[src/hdl/gssm_pkg.sv]
`default_nettype none
package gssm_pkg;
	localparam int unsigned CLK_HZ         = 125_000_000;
	localparam int unsigned HOLD_SEL_S     = 3;
	localparam int unsigned HOLD_DEF_S     = 5;
	localparam int unsigned DEBOUNCE_US    = 10_000;
	localparam int unsigned TICK_US        = 1_000;
	// Timebase tick of 1 ms; hold times counted in ticks
	localparam int unsigned TICK_CYCLES    = CLK_HZ / 1_000_000 * TICK_US;
	localparam int unsigned SEL_HOLD_TICKS = HOLD_SEL_S * 1_000_000 / TICK_US;
	localparam int unsigned DEF_HOLD_TICKS = HOLD_DEF_S * 1_000_000 / TICK_US;
	localparam int unsigned DEB_TICKS      = DEBOUNCE_US / TICK_US;
	localparam int unsigned VAL_W          = 16;
	// Values in mTorr
	localparam logic [15:0] DEF_ON_MTORR   = 16'h0064;
	localparam logic [15:0] DEF_OFF_MTORR  = 16'h00c8;
	localparam logic [15:0] DEF_ZERO_MTORR = 16'h0000;
	// Span in Torr
	localparam logic [15:0] DEF_SPAN_TORR  = 16'h02f8;
	localparam logic [15:0] CODE_ZERO      = 16'h0000;
	// Display text selector codes
	localparam logic [1:0] SHOW_PRESS      = 2'h0;
	localparam logic [1:0] SHOW_VALUE      = 2'h1;
	localparam logic [1:0] SHOW_DEF_TEXT   = 2'h2;
	// AXI-Lite map
	localparam logic [5:0] A_ON            = 6'h00;
	localparam logic [5:0] A_OFF           = 6'h04;
	localparam logic [5:0] A_ZERO          = 6'h08;
	localparam logic [5:0] A_SPAN          = 6'h0c;
	localparam logic [5:0] A_STATUS        = 6'h10;
	localparam logic [5:0] A_PRESS         = 6'h14;
	localparam logic [1:0] RESP_OKAY       = 2'h0;
	localparam logic [1:0] RESP_SLVERR     = 2'h2;
	typedef enum logic [6:0] {
		GSSM_NORMAL = 7'h01,
		GSSM_SP_ON  = 7'h02,
		GSSM_SP_OFF = 7'h04,
		GSSM_ZERO   = 7'h08,
		GSSM_SPAN   = 7'h10,
		GSSM_DEF    = 7'h20,
		GSSM_WAIT   = 7'h40
	} gssm_state_t;
endpackage
`default_nettype wire

[src/hdl/gssm_key.sv]
`timescale 1ns/100ps
`default_nettype none
module gssm_key #(
	parameter int unsigned DEB = gssm_pkg::DEB_TICKS,
	parameter int unsigned CW  = 14
) (
	input  wire logic          i_clock,
	input  wire logic          i_rst,
	input  wire logic          i_tick,
	input  wire logic          i_pin,
	output logic               o_down,
	output logic               o_press,
	output logic               o_release,
	output logic [CW-1:0]      o_held
);
	logic          sync1;
	logic          sync2;
	logic [7:0]    deb;
	logic          state;
	logic [CW-1:0] held;
	logic [7:0]    next_deb;
	logic          next_state;
	logic [CW-1:0] next_held;

	always_comb begin
		next_deb   = deb;
		next_state = state;
		next_held  = held;
		if (sync2 == state) begin
			next_deb = 8'h00;
		end else if (i_tick) begin
			if (deb == 8'(DEB - 1)) begin
				next_state = sync2;
				next_deb   = 8'h00;
			end else begin
				next_deb = deb + 8'h01;
			end
		end
		if (!state) begin
			next_held = '0;
		end else if (i_tick && held != '1) begin
			next_held = held + CW'(1);
		end
	end

	always_ff @(posedge i_clock) begin
		if (i_rst) begin
			sync1 <= 1'b0;
			sync2 <= 1'b0;
			deb   <= 8'h00;
			state <= 1'b0;
			held  <= '0;
		end else begin
			sync1 <= i_pin;
			sync2 <= sync1;
			deb   <= next_deb;
			state <= next_state;
			held  <= next_held;
		end
	end

	assign o_down    = state;
	assign o_press   = next_state & ~state;
	assign o_release = ~next_state & state;
	assign o_held    = held;
endmodule
`default_nettype wire

[src/hdl/gssm_cmp.sv]
`timescale 1ns/100ps
`default_nettype none
module gssm_cmp #(
	parameter int unsigned W = gssm_pkg::VAL_W
) (
	input  wire logic         i_clock,
	input  wire logic         i_rst,
	input  wire logic [W-1:0] i_press,
	input  wire logic [W-1:0] i_on,
	input  wire logic [W-1:0] i_off,
	input  wire logic         i_disable_n,
	output logic              o_relay
);
	logic dis1;
	logic dis2;
	logic energized;
	logic next_energized;

	always_comb begin
		next_energized = energized;
		if (i_press < i_on) begin
			next_energized = 1'b1;
		end else if (i_press > i_off) begin
			next_energized = 1'b0;
		end
	end

	always_ff @(posedge i_clock) begin
		if (i_rst) begin
			dis1      <= 1'b1;
			dis2      <= 1'b1;
			energized <= 1'b0;
			o_relay   <= 1'b0;
		end else begin
			dis1      <= i_disable_n;
			dis2      <= dis1;
			energized <= next_energized;
			o_relay   <= next_energized & dis2;
		end
	end
endmodule
`default_nettype wire

[src/hdl/gssm_top.sv]
`timescale 1ns/100ps
`default_nettype none
module gssm_top #(
	parameter int unsigned SEL_TICKS = gssm_pkg::SEL_HOLD_TICKS,
	parameter int unsigned DEF_TICKS = gssm_pkg::DEF_HOLD_TICKS,
	parameter int unsigned TICK_CYC  = gssm_pkg::TICK_CYCLES
) (
	input  wire logic        i_clock,
	input  wire logic        i_rst,
	input  wire logic        i_key_select,
	input  wire logic        i_key_up,
	input  wire logic        i_key_down,
	input  wire logic        i_relay_disable_n,
	input  wire logic [15:0] i_pressure,
	output logic             o_relay,
	output logic [15:0]      o_disp_value,
	output logic [1:0]       o_disp_mode,
	output logic [15:0]      o_zero,
	output logic [15:0]      o_span,
	input  wire logic [5:0]  i_awaddr,
	input  wire logic        i_awvalid,
	output logic             o_awready,
	input  wire logic [31:0] i_wdata,
	input  wire logic [3:0]  i_wstrb,
	input  wire logic        i_wvalid,
	output logic             o_wready,
	output logic [1:0]       o_bresp,
	output logic             o_bvalid,
	input  wire logic        i_bready,
	input  wire logic [5:0]  i_araddr,
	input  wire logic        i_arvalid,
	output logic             o_arready,
	output logic [31:0]      o_rdata,
	output logic [1:0]       o_rresp,
	output logic             o_rvalid,
	input  wire logic        i_rready
);
	localparam int CW = 14;

	logic [16:0]       tick_cnt;
	logic              tick;
	logic [2:0]        kdown;
	logic [2:0]        kpress;
	logic [2:0]        krel;
	logic [CW-1:0]     kheld [3];
	logic [2:0]        kpin;
	gssm_pkg::gssm_state_t state;
	gssm_pkg::gssm_state_t next_state;
	logic [15:0]       sp_on;
	logic [15:0]       sp_off;
	logic [15:0]       zero;
	logic [15:0]       span;
	logic [15:0]       edit;
	logic              sel_fired;
	logic [15:0]       next_sp_on;
	logic [15:0]       next_sp_off;
	logic [15:0]       next_zero;
	logic [15:0]       next_span;
	logic [15:0]       next_edit;
	logic              next_sel_fired;
	logic              sel_long;
	logic              up_long;
	logic              bw_pend;
	logic              sw_write;
	logic [5:0]        wr_addr;
	logic [15:0]       wr_data;

	// Free-running 1 ms timebase enable
	always_ff @(posedge i_clock) begin
		if (i_rst) begin
			tick_cnt <= 17'h00000;
		end else if (tick) begin
			tick_cnt <= 17'h00000;
		end else begin
			tick_cnt <= tick_cnt + 17'h00001;
		end
	end
	assign tick = (tick_cnt == 17'(TICK_CYC - 1));

	// Key order: 0 select, 1 up, 2 down
	assign kpin = {i_key_down, i_key_up, i_key_select};

	for (genvar k = 0; k < 3; k++) begin : g_key
		gssm_key #(
			.CW (CW)
		) u_key (
			.i_clock   (i_clock),
			.i_rst     (i_rst),
			.i_tick    (tick),
			.i_pin     (kpin[k]),
			.o_down    (kdown[k]),
			.o_press   (kpress[k]),
			.o_release (krel[k]),
			.o_held    (kheld[k])
		);
	end

	assign sel_long = kdown[0] && (kheld[0] >= CW'(SEL_TICKS));
	assign up_long  = kdown[1] && (kheld[1] >= CW'(DEF_TICKS));

	function automatic logic [15:0] bump(input logic [15:0] v, input logic up, input logic dn);
		if (up && v != 16'hffff) begin
			return v + 16'h0001;
		end else if (dn && v != 16'h0000) begin
			return v - 16'h0001;
		end
		return v;
	endfunction

	always_comb begin
		next_state     = state;
		next_sp_on     = sp_on;
		next_sp_off    = sp_off;
		next_zero      = zero;
		next_span      = span;
		next_edit      = edit;
		next_sel_fired = sel_fired;
		unique case (state)
			gssm_pkg::GSSM_NORMAL: begin
				if (sel_long && !sel_fired) begin
					next_state     = gssm_pkg::GSSM_SP_ON;
					next_edit      = sp_on;
					next_sel_fired = 1'b1;
				end else if (kpress[1]) begin
					next_state = gssm_pkg::GSSM_DEF;
				end
				if (!kdown[0]) begin
					next_sel_fired = 1'b0;
				end
			end
			gssm_pkg::GSSM_SP_ON: begin
				next_edit = bump(edit, kpress[1], kpress[2]);
				if (kpress[0] && !sel_fired) begin
					next_sp_on = edit;
					next_edit  = sp_off;
					next_state = gssm_pkg::GSSM_SP_OFF;
				end
				if (!kdown[0]) begin
					next_sel_fired = 1'b0;
				end
			end
			gssm_pkg::GSSM_SP_OFF: begin
				next_edit = bump(edit, kpress[1], kpress[2]);
				if (kpress[0]) begin
					next_sp_off = edit;
					next_edit   = gssm_pkg::CODE_ZERO;
					next_state  = gssm_pkg::GSSM_ZERO;
				end
			end
			gssm_pkg::GSSM_ZERO: begin
				if (kpress[2]) begin
					next_zero  = i_pressure;
					next_edit  = span;
					next_state = gssm_pkg::GSSM_SPAN;
				end else if (kpress[0]) begin
					next_edit      = span;
					next_state     = gssm_pkg::GSSM_SPAN;
					// Release of this press must not count as a span-step exit
					next_sel_fired = 1'b1;
				end
			end
			gssm_pkg::GSSM_SPAN: begin
				next_edit = bump(edit, kpress[1], kpress[2]);
				if (sel_long && !sel_fired) begin
					next_span      = edit;
					next_sel_fired = 1'b1;
					next_state     = gssm_pkg::GSSM_WAIT;
				end else if (krel[0] && !sel_fired) begin
					next_state = gssm_pkg::GSSM_NORMAL;
				end
				if (!kdown[0]) begin
					next_sel_fired = 1'b0;
				end
			end
			gssm_pkg::GSSM_DEF: begin
				if (up_long) begin
					next_sp_on  = gssm_pkg::DEF_ON_MTORR;
					next_sp_off = gssm_pkg::DEF_OFF_MTORR;
					next_zero   = gssm_pkg::DEF_ZERO_MTORR;
					next_span   = gssm_pkg::DEF_SPAN_TORR;
					next_state  = gssm_pkg::GSSM_WAIT;
				end else if (!kdown[1]) begin
					next_state = gssm_pkg::GSSM_NORMAL;
				end
			end
			gssm_pkg::GSSM_WAIT: begin
				// Wait for all keys free so a long hold does not re-trigger
				if (kdown == 3'b000) begin
					next_state     = gssm_pkg::GSSM_NORMAL;
					next_sel_fired = 1'b0;
				end
			end
			default: begin
				next_state = gssm_pkg::GSSM_NORMAL;
			end
		endcase
		// Software writes only in normal display, to avoid fighting the menu
		if (sw_write && state == gssm_pkg::GSSM_NORMAL) begin
			unique case (wr_addr)
				gssm_pkg::A_ON:   next_sp_on  = wr_data;
				gssm_pkg::A_OFF:  next_sp_off = wr_data;
				gssm_pkg::A_ZERO: next_zero   = wr_data;
				gssm_pkg::A_SPAN: next_span   = wr_data;
				default: begin
				end
			endcase
		end
	end

	always_ff @(posedge i_clock) begin
		if (i_rst) begin
			state     <= gssm_pkg::GSSM_NORMAL;
			sp_on     <= gssm_pkg::DEF_ON_MTORR;
			sp_off    <= gssm_pkg::DEF_OFF_MTORR;
			zero      <= gssm_pkg::DEF_ZERO_MTORR;
			span      <= gssm_pkg::DEF_SPAN_TORR;
			edit      <= 16'h0000;
			sel_fired <= 1'b0;
		end else begin
			state     <= next_state;
			sp_on     <= next_sp_on;
			sp_off    <= next_sp_off;
			zero      <= next_zero;
			span      <= next_span;
			edit      <= next_edit;
			sel_fired <= next_sel_fired;
		end
	end

	gssm_cmp u_cmp (
		.i_clock     (i_clock),
		.i_rst       (i_rst),
		.i_press     (i_pressure),
		.i_on        (sp_on),
		.i_off       (sp_off),
		.i_disable_n (i_relay_disable_n),
		.o_relay     (o_relay)
	);

	always_ff @(posedge i_clock) begin
		if (i_rst) begin
			o_disp_value <= 16'h0000;
			o_disp_mode  <= gssm_pkg::SHOW_PRESS;
		end else if (state == gssm_pkg::GSSM_NORMAL || state == gssm_pkg::GSSM_WAIT) begin
			o_disp_value <= i_pressure;
			o_disp_mode  <= gssm_pkg::SHOW_PRESS;
		end else if (state == gssm_pkg::GSSM_DEF) begin
			o_disp_value <= 16'h0000;
			o_disp_mode  <= gssm_pkg::SHOW_DEF_TEXT;
		end else begin
			o_disp_value <= edit;
			o_disp_mode  <= gssm_pkg::SHOW_VALUE;
		end
	end
	assign o_zero = zero;
	assign o_span = span;

	// AXI4-Lite slave: write taken when both address and data are valid and no write response is pending
	assign o_awready = i_awvalid && i_wvalid && !bw_pend;
	assign o_wready  = o_awready;
	assign sw_write  = o_awready && (i_wstrb[1:0] == 2'b11);
	assign wr_addr   = i_awaddr;
	assign wr_data   = i_wdata[15:0];
	assign o_arready = i_arvalid && !o_rvalid;

	always_ff @(posedge i_clock) begin
		if (i_rst) begin
			bw_pend  <= 1'b0;
			o_bvalid <= 1'b0;
			o_bresp  <= gssm_pkg::RESP_OKAY;
			o_rvalid <= 1'b0;
			o_rdata  <= 32'h00000000;
			o_rresp  <= gssm_pkg::RESP_OKAY;
		end else begin
			if (o_awready) begin
				bw_pend  <= 1'b1;
				o_bvalid <= 1'b1;
				o_bresp  <= (i_awaddr <= gssm_pkg::A_SPAN) ? gssm_pkg::RESP_OKAY
				                                          : gssm_pkg::RESP_SLVERR;
			end else if (o_bvalid && i_bready) begin
				bw_pend  <= 1'b0;
				o_bvalid <= 1'b0;
			end
			if (o_arready) begin
				o_rvalid <= 1'b1;
				o_rresp  <= gssm_pkg::RESP_OKAY;
				unique case (i_araddr)
					gssm_pkg::A_ON:     o_rdata <= {16'h0000, sp_on};
					gssm_pkg::A_OFF:    o_rdata <= {16'h0000, sp_off};
					gssm_pkg::A_ZERO:   o_rdata <= {16'h0000, zero};
					gssm_pkg::A_SPAN:   o_rdata <= {16'h0000, span};
					gssm_pkg::A_STATUS: o_rdata <= {23'h000000, o_relay, 1'b0, state};
					gssm_pkg::A_PRESS:  o_rdata <= {16'h0000, i_pressure};
					default: begin
						o_rdata <= 32'h00000000;
						o_rresp <= gssm_pkg::RESP_SLVERR;
					end
				endcase
			end else if (o_rvalid && i_rready) begin
				o_rvalid <= 1'b0;
			end
		end
	end
endmodule
`default_nettype wire

[config.mk]
export PLATFORM = sky130hd
export DESIGN_NAME = gssm_top
export DESIGN_NICKNAME = d
export VERILOG_FILES = /design/src/hdl/gssm_pkg.sv /design/src/hdl/gssm_key.sv /design/src/hdl/gssm_cmp.sv /design/src/hdl/gssm_top.sv
export SDC_FILE = /design/constraint.sdc
export NUM_CORES = 1
export LEC_CHECK = 0
export BUFFER_PORTS_ARGS = -buffer_cell sky130_fd_sc_hd__buf_2
export CAP_MARGIN = 20
export CORE_ASPECT_RATIO = 2
export CORE_MARGIN = 2
export CORE_UTILIZATION = 53
export CTS_CLUSTER_DIAMETER = 50
export DETAILED_ROUTE_END_ITERATION = 8
export GPL_ROUTABILITY_DRIVEN = 0
export PLACE_DENSITY_LB_ADDON = 0.2
export SETUP_SLACK_MARGIN = 0.1
export SLEW_MARGIN = 5
export SYNTH_ARGS = -nofsm -noshare
export SYNTH_HDL_FRONTEND = slang
export SYNTH_HIERARCHICAL = 1
export SYNTH_SLANG_ARGS = --single-unit
[constraint.sdc]
create_clock -name i_clock -period 5.6 [get_ports i_clock]
set_clock_uncertainty 0.05 [all_clocks]
set_input_delay 0.28 -clock i_clock [delete_from_list [all_inputs] [get_ports i_clock]]
set_output_delay 0.28 -clock i_clock [all_outputs]
set_load 0.02 [all_outputs]
==> results of run 1 <==
==> path summary, 6_finish.rpt <==
kind / endpoint / depth (start not counted) / startpoint
setup / recovery: edit[15] / 17 / tick_cnt[12]
hold / removal: bw_pend / 4 / i_bready
hold reg to reg: u_cmp/o_relay / 2 / u_cmp/dis2
setup reg to reg: edit[15] / 17 / tick_cnt[12]
==> area by class of cell <==
class                   instances  area [sq um]  area share [%]
inverters                      54           203            1.49
flip-flops and latches        208          4160            30.6
clock inverters                11           139            1.02
repair buffers                168           986            7.26
multi-input cells            1104          7170            52.8
well taps                     276           345            2.54
clock buffers                  27           578            4.25
==> flip-flops by register name (all words and copies together), names as in the netlist, 2 cells and up <==
name                cells
g_key.u_key/o_held     28
g_key.u_key/deb        24
tick_cnt               17
edit                   16
o_disp_value           16
o_rdata                16
o_span                 16
o_zero                 16
sp_off                 16
sp_on                  16
state                   7
g_key.u_key/o_down      3
g_key.u_key/sync1       3
g_key.u_key/sync2       3
o_disp_mode             2
==> power breakdown <==
| group | leakage, nW | total, mW | internal (mW) | switching, mW |
|---|---|---|---|---|
| logic | 3.18 | 0.190 | 0.0617 | 0.128 |
| clock network | 0.351 | 1.49 | 0.871 | 0.618 |
| registers | 1.68 | 1.50 | 1.49 | 0.00769 |
| total | 5.21 | 3.18 | 2.43 | 0.753 |
==> worst max-delay path, delay by kind of cell, from the launching register on <==
family	cells	cell delay (ns)
XOR/XNOR	1	0.17
AND/OR/NAND/NOR	7	1.51
AO/OA/AOI/OAI	6	1.30
flip-flops	1	0.34
buffers and inverters	2	0.34
adder cells (fa/ha/maj)	1	0.50
==> cell usage in the layout (no fill, tap or decap), drive strengths merged, types with 11 or more instances in the layout <==
master       instances
nand4               34
buf                157
o211ai              18
o21ai               43
a22oi               19
clkbuf              27
mux2i               29
xor2                29
xnor2               28
a222oi              12
inv                 55
nor3                37
nor2               174
dfxtp              208
dlygate4sd3         11
conb                18
a311oi              44
a211o               11
a211oi              11
a31oi               21
nor2b               25
ha                  59
or3                 17
nand2              151
nand3               78
o2bb2ai             13
nor4                18
a21oi               69
a22o                21
==> what timing repair did <==
item                                    4_1_cts  5_1_grt
hold buffers                                 11        0
hold endpoints to repair                     14        0
endpoints found under the setup margin        0        0
buffers inserted                              0        0
==> stage by stage <==
| stage | hold WS, ns | total power [mW] | utilization [%] | cells | setup slack [ns] |
|---|---|---|---|---|---|
| final | 0.0120 | 3.18 | 61.3 | 1848 | 1.27 |
| after global placement | 0.350 | 1.71 | 57.4 | 1795 | 1.39 |
| after global routing | 0.0224 | 3.26 | 61.3 | 1848 | 0.877 |
| after floorplan | 0.302 | 1.65 | - | 1469 | 1.19 |
| after detailed placement | 0.355 | 1.71 | 57.5 | 1797 | 1.33 |
| after CTS | 0.000974 | 3.20 | 61.2 | 1846 | 1.28 |
==> layer usage <==
| metal | track usage, % | wire length [um] | up-vias | share of wire, % |
|---|---|---|---|---|
| met2 | 58.1 | 20100 | 531 | 50 |
| met4 | 30.0 | 4320 | 0 | 11 |
| li1 | - | - | 5474 | - |
| met1 | 32.7 | 13100 | 5624 | 33 |
| met3 | 5.56 | 2470 | 201 | 6.2 |
| met5 | 0 | 0 | - | 0 |
==> qor.yml, run 1 <==
synthesis:
  ys_warn_count: 6
  avgSynthCellArea_sq_um: 8.25
  synth_area_sq_mm: 0.0120
  syn_inst: 1452
detailed_routing:
  drt-total-wl_um: 40000
  avgViaCountPerCell: 6.40
  drc_errors: 0
  vias: 11830
  routedWlPerCell_um: 21.6
  ant_nets: 0
  drtIter0Drc: 928
  dr.pass1.iters: 7
timing:
  finalMaxSlewViolations: 0
  rsz0062_at_grt: "no"
  post-route-min-period_ns: 4.33
  tightest_slew_ns: 1.08
  hold_viol_final: 0
  final.setup.tns_ns: 0
  timing.final.crit_share_pct: 77.3
  max-slew-margin-rel_pct: 27.8
  fmax_mhz: 231
  setup_viol: 0
pwr:
  power.leakage_nw: 5.21
  power_density_mw_per_mm2: 234
  ir_drop_mv: 0.245
cts:
  cts_resized: 0
  clockRootBuffer: "clkbuf_16"
  clock_latency_ns: 0.53
  cts.path.max_buffers: 3
  htreeDepth: 1
  numCtsBuffers: 21
  clock-sinks: 208
  cts_tree: "built"
  clkSlewWorstSetupHoldPaths_ns: 0.07
floorplan:
  initial_core_util_pct: 54.1
  fp.dieArea_sq_mm: 0.0239
  die_w_um: 110
  ios: 167
  rows: 77
  die_height_um: 217
  core_sq_mm: 0.0222
global_route:
  overflow: 0
  antenna_found_initial: 0
  grt_usage_pct: 33.5
  grt_max_degree: 63
  grt_pass1_wl_um: 61400
  grt_pass1_vias: 11457
worst_setup_path:
  crit_path_end_kind: "register"
  start_kind: "register"
  slowest_stage: "ha_1"
  rrSetupSlack_ns: 1.27
  path_cells: "nor4_1 -> nand3_1 -> nor4_2 -> buf_4 -> nand4_1 -> nor3b_1 -> buf_4 -> o41ai_4 -> ha_1 -> nand4_1 -> a21oi_1 -> and3b_1 -> o311ai_0 -> a31oi_1 -> xnor2_1 -> o21ai_0 -> a31o_2"
  worstPathArrival_ns: 4.69
  critical_path_class: "register to register"
  cpPeakStageDelay_ns: 0.50
  crit_required_ns: 5.96
  cp_max_fo: 16
placed_design:
  dp_hpwl_um: 29000
  portBuffers: 130
  placed_area_sq_mm: 0.0127
layout:
  fin_nets: 1692
  nFillCells: 2046
  design_area_sq_mm: 0.0136
  diodes: 0
  drive_above_1_share_pct: 15.3
  area_growth_pct: 13.4
job:
  maxCapViolCount: 0
run_status:
  status: "finished, final reports clean"
min_path:
  hp-class: "input pin to register"
(Power assumes the default switching activity.)
==> run 2: changes to the inputs <==
Clock period 5.6 ns to 4.4 ns, I/O delays scaled along.
==> run 2 against run 1 <==
- sequential share of layout area decreased by 0.67 points
- critical endpoint unchanged
- non-clock buffer count increased by 31
- largest power group unchanged
- via count decreased by 0.24%
- maximum frequency increased by 8.3%
- first-iteration DRC count increased by 9.6%
- clock-buffer cell count increased by 2
==> qor.yml, run 2 (synthesis gave the netlist of run 1 again) <==
pwr:
  power_density_mw_per_mm2: 293
  power_mw: 4.08
  netSwitchingPower_uw: 945
  power.leakage_nw: 5.35
  ir_drop_mv: 0.323
  seqPwrFrac_pct: 46.9
  power.share.clock_pct: 46.7
  p_sw_share_pct: 23.2
  internal-power_mw: 3.13
  comb_power_share_pct: 6.4
timing:
  rsz0062_at_grt: "no"
  max-slew-margin-rel_pct: 26.9
  finalMaxSlewViolations: 0
  setup_viol: 0
  fmax_mhz: 250
  hold_viol_final: 0
  post-route-min-period_ns: 4.00
  tightest_slew_ns: 1.09
  final.setup.tns_ns: 0
  timing.final.crit_share_pct: 90.8
detailed_routing:
  avgViaCountPerCell: 6.29
  vias: 11802
  routedWlPerCell_um: 20.3
  drtIter0Drc: 1017
  dr.pass1.iters: 7
  ant_nets: 0
  drc_errors: 0
  drt-total-wl_um: 38000
floorplan:
  die_height_um: 217
  die_w_um: 110
  core_sq_mm: 0.0222
  fp.dieArea_sq_mm: 0.0239
  initial_core_util_pct: 54.1
  rows: 77
  ios: 167
cts:
  cts_tree: "built"
  post_cts.repair.setup_buffers: 0
  htreeDepth: 1
  clock_latency_ns: 0.52
  clockRootBuffer: "clkbuf_16"
  numCtsBuffers: 20
  cts.path.max_buffers: 3
  clkSlewWorstSetupHoldPaths_ns: 0.07
  clock-sinks: 208
layout:
  layout_common_cells: "dfxtp_1, nor2_1, nand2_1"
  layout_commonest_cell: "dfxtp_1"
  fin_nets: 1722
  diodes: 0
  largest_register_ffs: 28
  area_growth_pct: 16.0
  drive_above_1_share_pct: 15.6
worst_setup_path:
  path_cells: "nor4_2 -> nand3_1 -> nor4_4 -> nand4_1 -> nor3b_2 -> buf_4 -> o41ai_4 -> ha_1 -> nand4_1 -> a21oi_1 -> and3b_1 -> o311ai_0 -> a31oi_1 -> xnor2_1 -> o21ai_0 -> a31o_2"
  cpPeakStageDelay_ns: 0.43
  ff2ff_path_depth: 16
  cp_max_fo: 11
  r2r-end: "edit[15]"
  start_kind: "register"
  critical_path_class: "register to register"
  cpMostUsedCell: "nand4_1"
  rrSetupSlack_ns: 0.40
  crit_required_ns: 4.76
  slowest_stage: "ha_1"
  worstPathArrival_ns: 4.36
  r2r_start: "tick_cnt[9]"
  crit_path_end_kind: "register"
global_route:
  overflow: 0
  grt_pass1_wl_um: 59800
  grt_usage_pct: 31.8
  grt_pass1_vias: 11502
  antenna_found_initial: 0
  grt_max_degree: 85
placed_design:
  dp_hpwl_um: 28200
  portBuffers: 130
run_status:
  status: "finished, final reports clean"
job:
  maxCapViolCount: 0
min_path:
  hp-class: "input pin to register"
  worstHoldPathCells: 3
  hp-start: "i_pressure[12]"
  whs_endpoint: "o_zero[12]"
==> run 2: cell types whose count changed in the layout (fill, tap and decap cells not counted), sizes merged <==
cell         change
dlygate4sd3     +24
buf              +7
clkbuf           +2
clkinvlp         -2
clkinv           -1
inv              -1
==> run 2: worst max-delay path: cells and delay by family (launching register included) <==
kind,cells,cell delay [ns]
XOR/XNOR,1,0.14
adder cells (fa/ha/maj),1,0.43
flip-flops,1,0.36
AND/OR/NAND/NOR,7,1.57
AO/OA/AOI/OAI,6,1.18
buffers and inverters,1,0.17
==> run 2: repair_timing <==
action                                  in CTS  in global routing
hold buffers                                35                  0
resized for setup                            0                  4
endpoints found under the hold margin       65                  0
endpoints found under the setup margin       0                  5
==> run 2: worst max path at each step <==
stage	start	end	slack (ns)	cells after the start
after floorplan	tick_cnt[9]	edit[15]	0.26	15
after CTS	tick_cnt[9]	edit[14]	0.23	17
after detailed placement	tick_cnt[9]	edit[14]	0.26	17
after global routing	tick_cnt[9]	edit[15]	0.12	16
after global placement	tick_cnt[9]	edit[14]	0.32	17
final	tick_cnt[9]	edit[15]	0.40	16
==> run 2: area by class of cell <==
type	count	area [sq um]
inverters	54	203
clock buffers	29	606
well taps	276	345
flip-flops and latches	208	4160
multi-input cells	1104	7200
repair buffers	199	1260
fillers	1993	8270
clock inverters	7	114
==> run 2: per-stage QoR <==
stage	utilization, %	worst slack (ns)	instances	hold WS (ns)	cell area (sq um)
floorplan	-	0.262	1469	0.242	12000
global placement	57.7	0.319	1805	0.373	12800
detailed placement	57.7	0.257	1805	0.370	12800
CTS	62.6	0.230	1876	0.00120	13900
global route	62.7	0.117	1877	0.0116	13900
finish	62.7	0.403	1877	0.0164	13900
==> run 2: metal layers <==
layer | vias to the layer above | share of wire, % | wire length, um | GRT usage [%]
met5 | - | 0 | 0 | 0
met4 | 0 | 7.2 | 2730 | 21.0
met3 | 158 | 6.6 | 2510 | 4.30
met2 | 552 | 50 | 19100 | 55.0
met1 | 5551 | 36 | 13700 | 35.4
li1 | 5541 | - | - | -
==> run 2: power by group through the flow <==
stage | clock [mW] | sequential [mW] | combinational [mW]
2_1_floorplan | 0 | 1.97 | 0.127
3_3_place_gp | 0 | 1.95 | 0.225
3_5_place_dp | 0 | 1.95 | 0.229
4_1_cts | 1.91 | 1.91 | 0.255
5_1_grt | 1.99 | 1.91 | 0.279
6_report | 1.90 | 1.91 | 0.260
==> run 3: changes to the inputs <==
Settings changed: ABC_AREA set to 0, GPL_TIMING_DRIVEN set to 0, SLEW_MARGIN 5 to 20.
==> run 3 against run 2 <==
- die area unchanged
- critical path depth increased by 1
- critical path type unchanged
- global-route usage increased by 4.7 points
- non-clock buffer count increased by 73
- clock power decreased by 3%
- worst setup slack got worse by 0.13 ns
- routed wire length increased by 15%
- maximum frequency decreased by 3.2%
- first-iteration DRC count increased by 30%
- combinational power increased by 11%
- via count increased by 5.9%
==> qor.yml, run 3 (synthesis gave the netlist of run 1 again) <==
timing:
  timing.final.crit_share_pct: 93.8
  tightest_slew_ns: 0.981
  rsz0062_at_grt: "yes"
  setup_viol: 0
  post-route-min-period_ns: 4.13
  fmax_mhz: 242
  finalMaxSlewViolations: 0
  hold_ws_ns: 0.00682
  hold_viol_final: 0
  max-slew-margin-rel_pct: 34.0
pwr:
  power.leakage_nw: 5.51
  ir_drop_mv: 0.301
  power_mw: 4.04
  power_density_mw_per_mm2: 283
job:
  maxCapViolCount: 0
detailed_routing:
  drc_errors: 0
  drt-total-wl_um: 43900
  avgViaCountPerCell: 6.41
  routedWlPerCell_um: 22.5
  vias: 12494
  dr.pass1.iters: 8
  ant_nets: 0
  drtIter0Drc: 1322
floorplan:
  fp.dieArea_sq_mm: 0.0239
  rows: 77
  initial_core_util_pct: 54.1
  die_height_um: 217
  core_sq_mm: 0.0222
  ios: 167
  die_w_um: 110
global_route:
  grt_usage_pct: 36.6
  grt_pass1_wl_um: 66600
  antenna_found_initial: 0
  overflow: 0
  grt_pass1_vias: 12522
  grt_max_degree: 25
cts:
  cts_tree: "built"
  clock_latency_ns: 0.53
  cts.path.max_buffers: 3
  clock-sinks: 208
  numCtsBuffers: 21
  htreeDepth: 1
  clockRootBuffer: "clkbuf_16"
  clkSlewWorstSetupHoldPaths_ns: 0.07
layout:
  fin_cells: 1950
  largest_register_ffs: 28
  layout_common_cells: "dfxtp_1, nor2_1, nand2_1"
  drive_above_1_share_pct: 16.4
  diodes: 0
  area_growth_pct: 19.0
  fin_nets: 1797
  layout_commonest_cell: "dfxtp_1"
worst_setup_path:
  crit_path_end_kind: "register"
  cpPeakStageDelay_ns: 0.35
  critical_path_class: "register to register"
  crit_required_ns: 4.74
  worstPathArrival_ns: 4.47
  cp_max_fo: 7
  slowest_stage: "dfxtp_1"
  path_cells: "ha_1 -> nand2_1 -> nor4_4 -> buf_6 -> nand4_1 -> nor3b_4 -> buf_6 -> o41ai_4 -> ha_1 -> nor2b_1 -> o31a_1 -> o41ai_4 -> o221ai_1 -> a31oi_1 -> xor2_1 -> o21a_1 -> o32ai_1"
  start_kind: "register"
min_path:
  hp-class: "input pin to register"
placed_design:
  dp_hpwl_um: 33000
  portBuffers: 127
  place_inst: 1874
run_status:
  status: "finished, final reports clean"
-- run 3: cell types whose count changed in the layout (fill, tap and decap cells not counted), moves of 3 or more --
cell | before | now
buf_1 | 0 | 6
ha_4 | 0 | 3
buf_2 | 129 | 147
ha_1 | 59 | 56
buf_6 | 0 | 9
buf_4 | 35 | 27
clkbuf_1 | 3 | 52
-- run 3: layout make-up --
class / instances / area [sq um]
clock buffer: 29 / 616
inverter: 54 / 203
sequential: 208 / 4160
timing repair buffer: 169 / 1040
fill: 1963 / 7900
tap: 276 / 345
clock inverter: 6 / 67.6
buffer: 103 / 536
multi-input combinational: 1105 / 7280
-- run 3: path summary, 6_finish.rpt --
check / slack, ns / to / start / depth (start not counted)
max: 0.27 / edit[14] / tick_cnt[0] / 17
min: 0.007 / o_zero[15] / i_pressure[15] / 3
max reg2reg: 0.27 / edit[14] / tick_cnt[0] / 17
min reg2reg: 0.38 / u_cmp/o_relay / u_cmp/dis2 / 2
-- run 3: worst max-delay path, delay by kind of cell (launching register included) --
| family | cells | cell delay, ns |
|---|---|---|
| AO/OA/AOI/OAI | 7 | 1.36 |
| XOR/XNOR | 1 | 0.20 |
| adder cells (fa/ha/maj) | 2 | 0.57 |
| buffers and inverters | 2 | 0.37 |
| flip-flops | 1 | 0.35 |
| AND/OR/NAND/NOR | 5 | 1.07 |
-- run 3: timing repair --
action,CTS,global route
setup buffers,5,2
cloned,1,0
setup endpoints to repair,16,25
hold endpoints to repair,53,0
hold buffers,33,0
pin swaps,2,5
resized for setup,9,11
-- run 3: metal layers --
layer	GRT usage, %	vias to the layer above	wire [um]
li1	-	5694	-
met4	32.7	0	4630
met5	0	-	0
met1	36.5	5750	14200
met2	62.1	766	21500
met3	7.01	284	3510
-- run 3: where the power goes --
group	internal, mW	switching [mW]	total [mW]
Combinational	0.105	0.183	0.288
Clock	1.04	0.800	1.84
Sequential	1.90	0.00989	1.91
Total	3.05	0.992	4.04
-- run 3: stage by stage --
step / worst slack, ns / setup TNS, ns / util (%) / cell area (sq um)
detailed placement: -1.02 / -6.39 / 59.0 / 13100
finish: 0.273 / 0 / 64.3 / 14300
CTS: 0.110 / 0 / 64.0 / 14200
global placement: -2.26 / -40.56 / 58.8 / 13000
global route: 0.0767 / 0 / 64.3 / 14300
floorplan: 0.262 / 0 / - / 12000
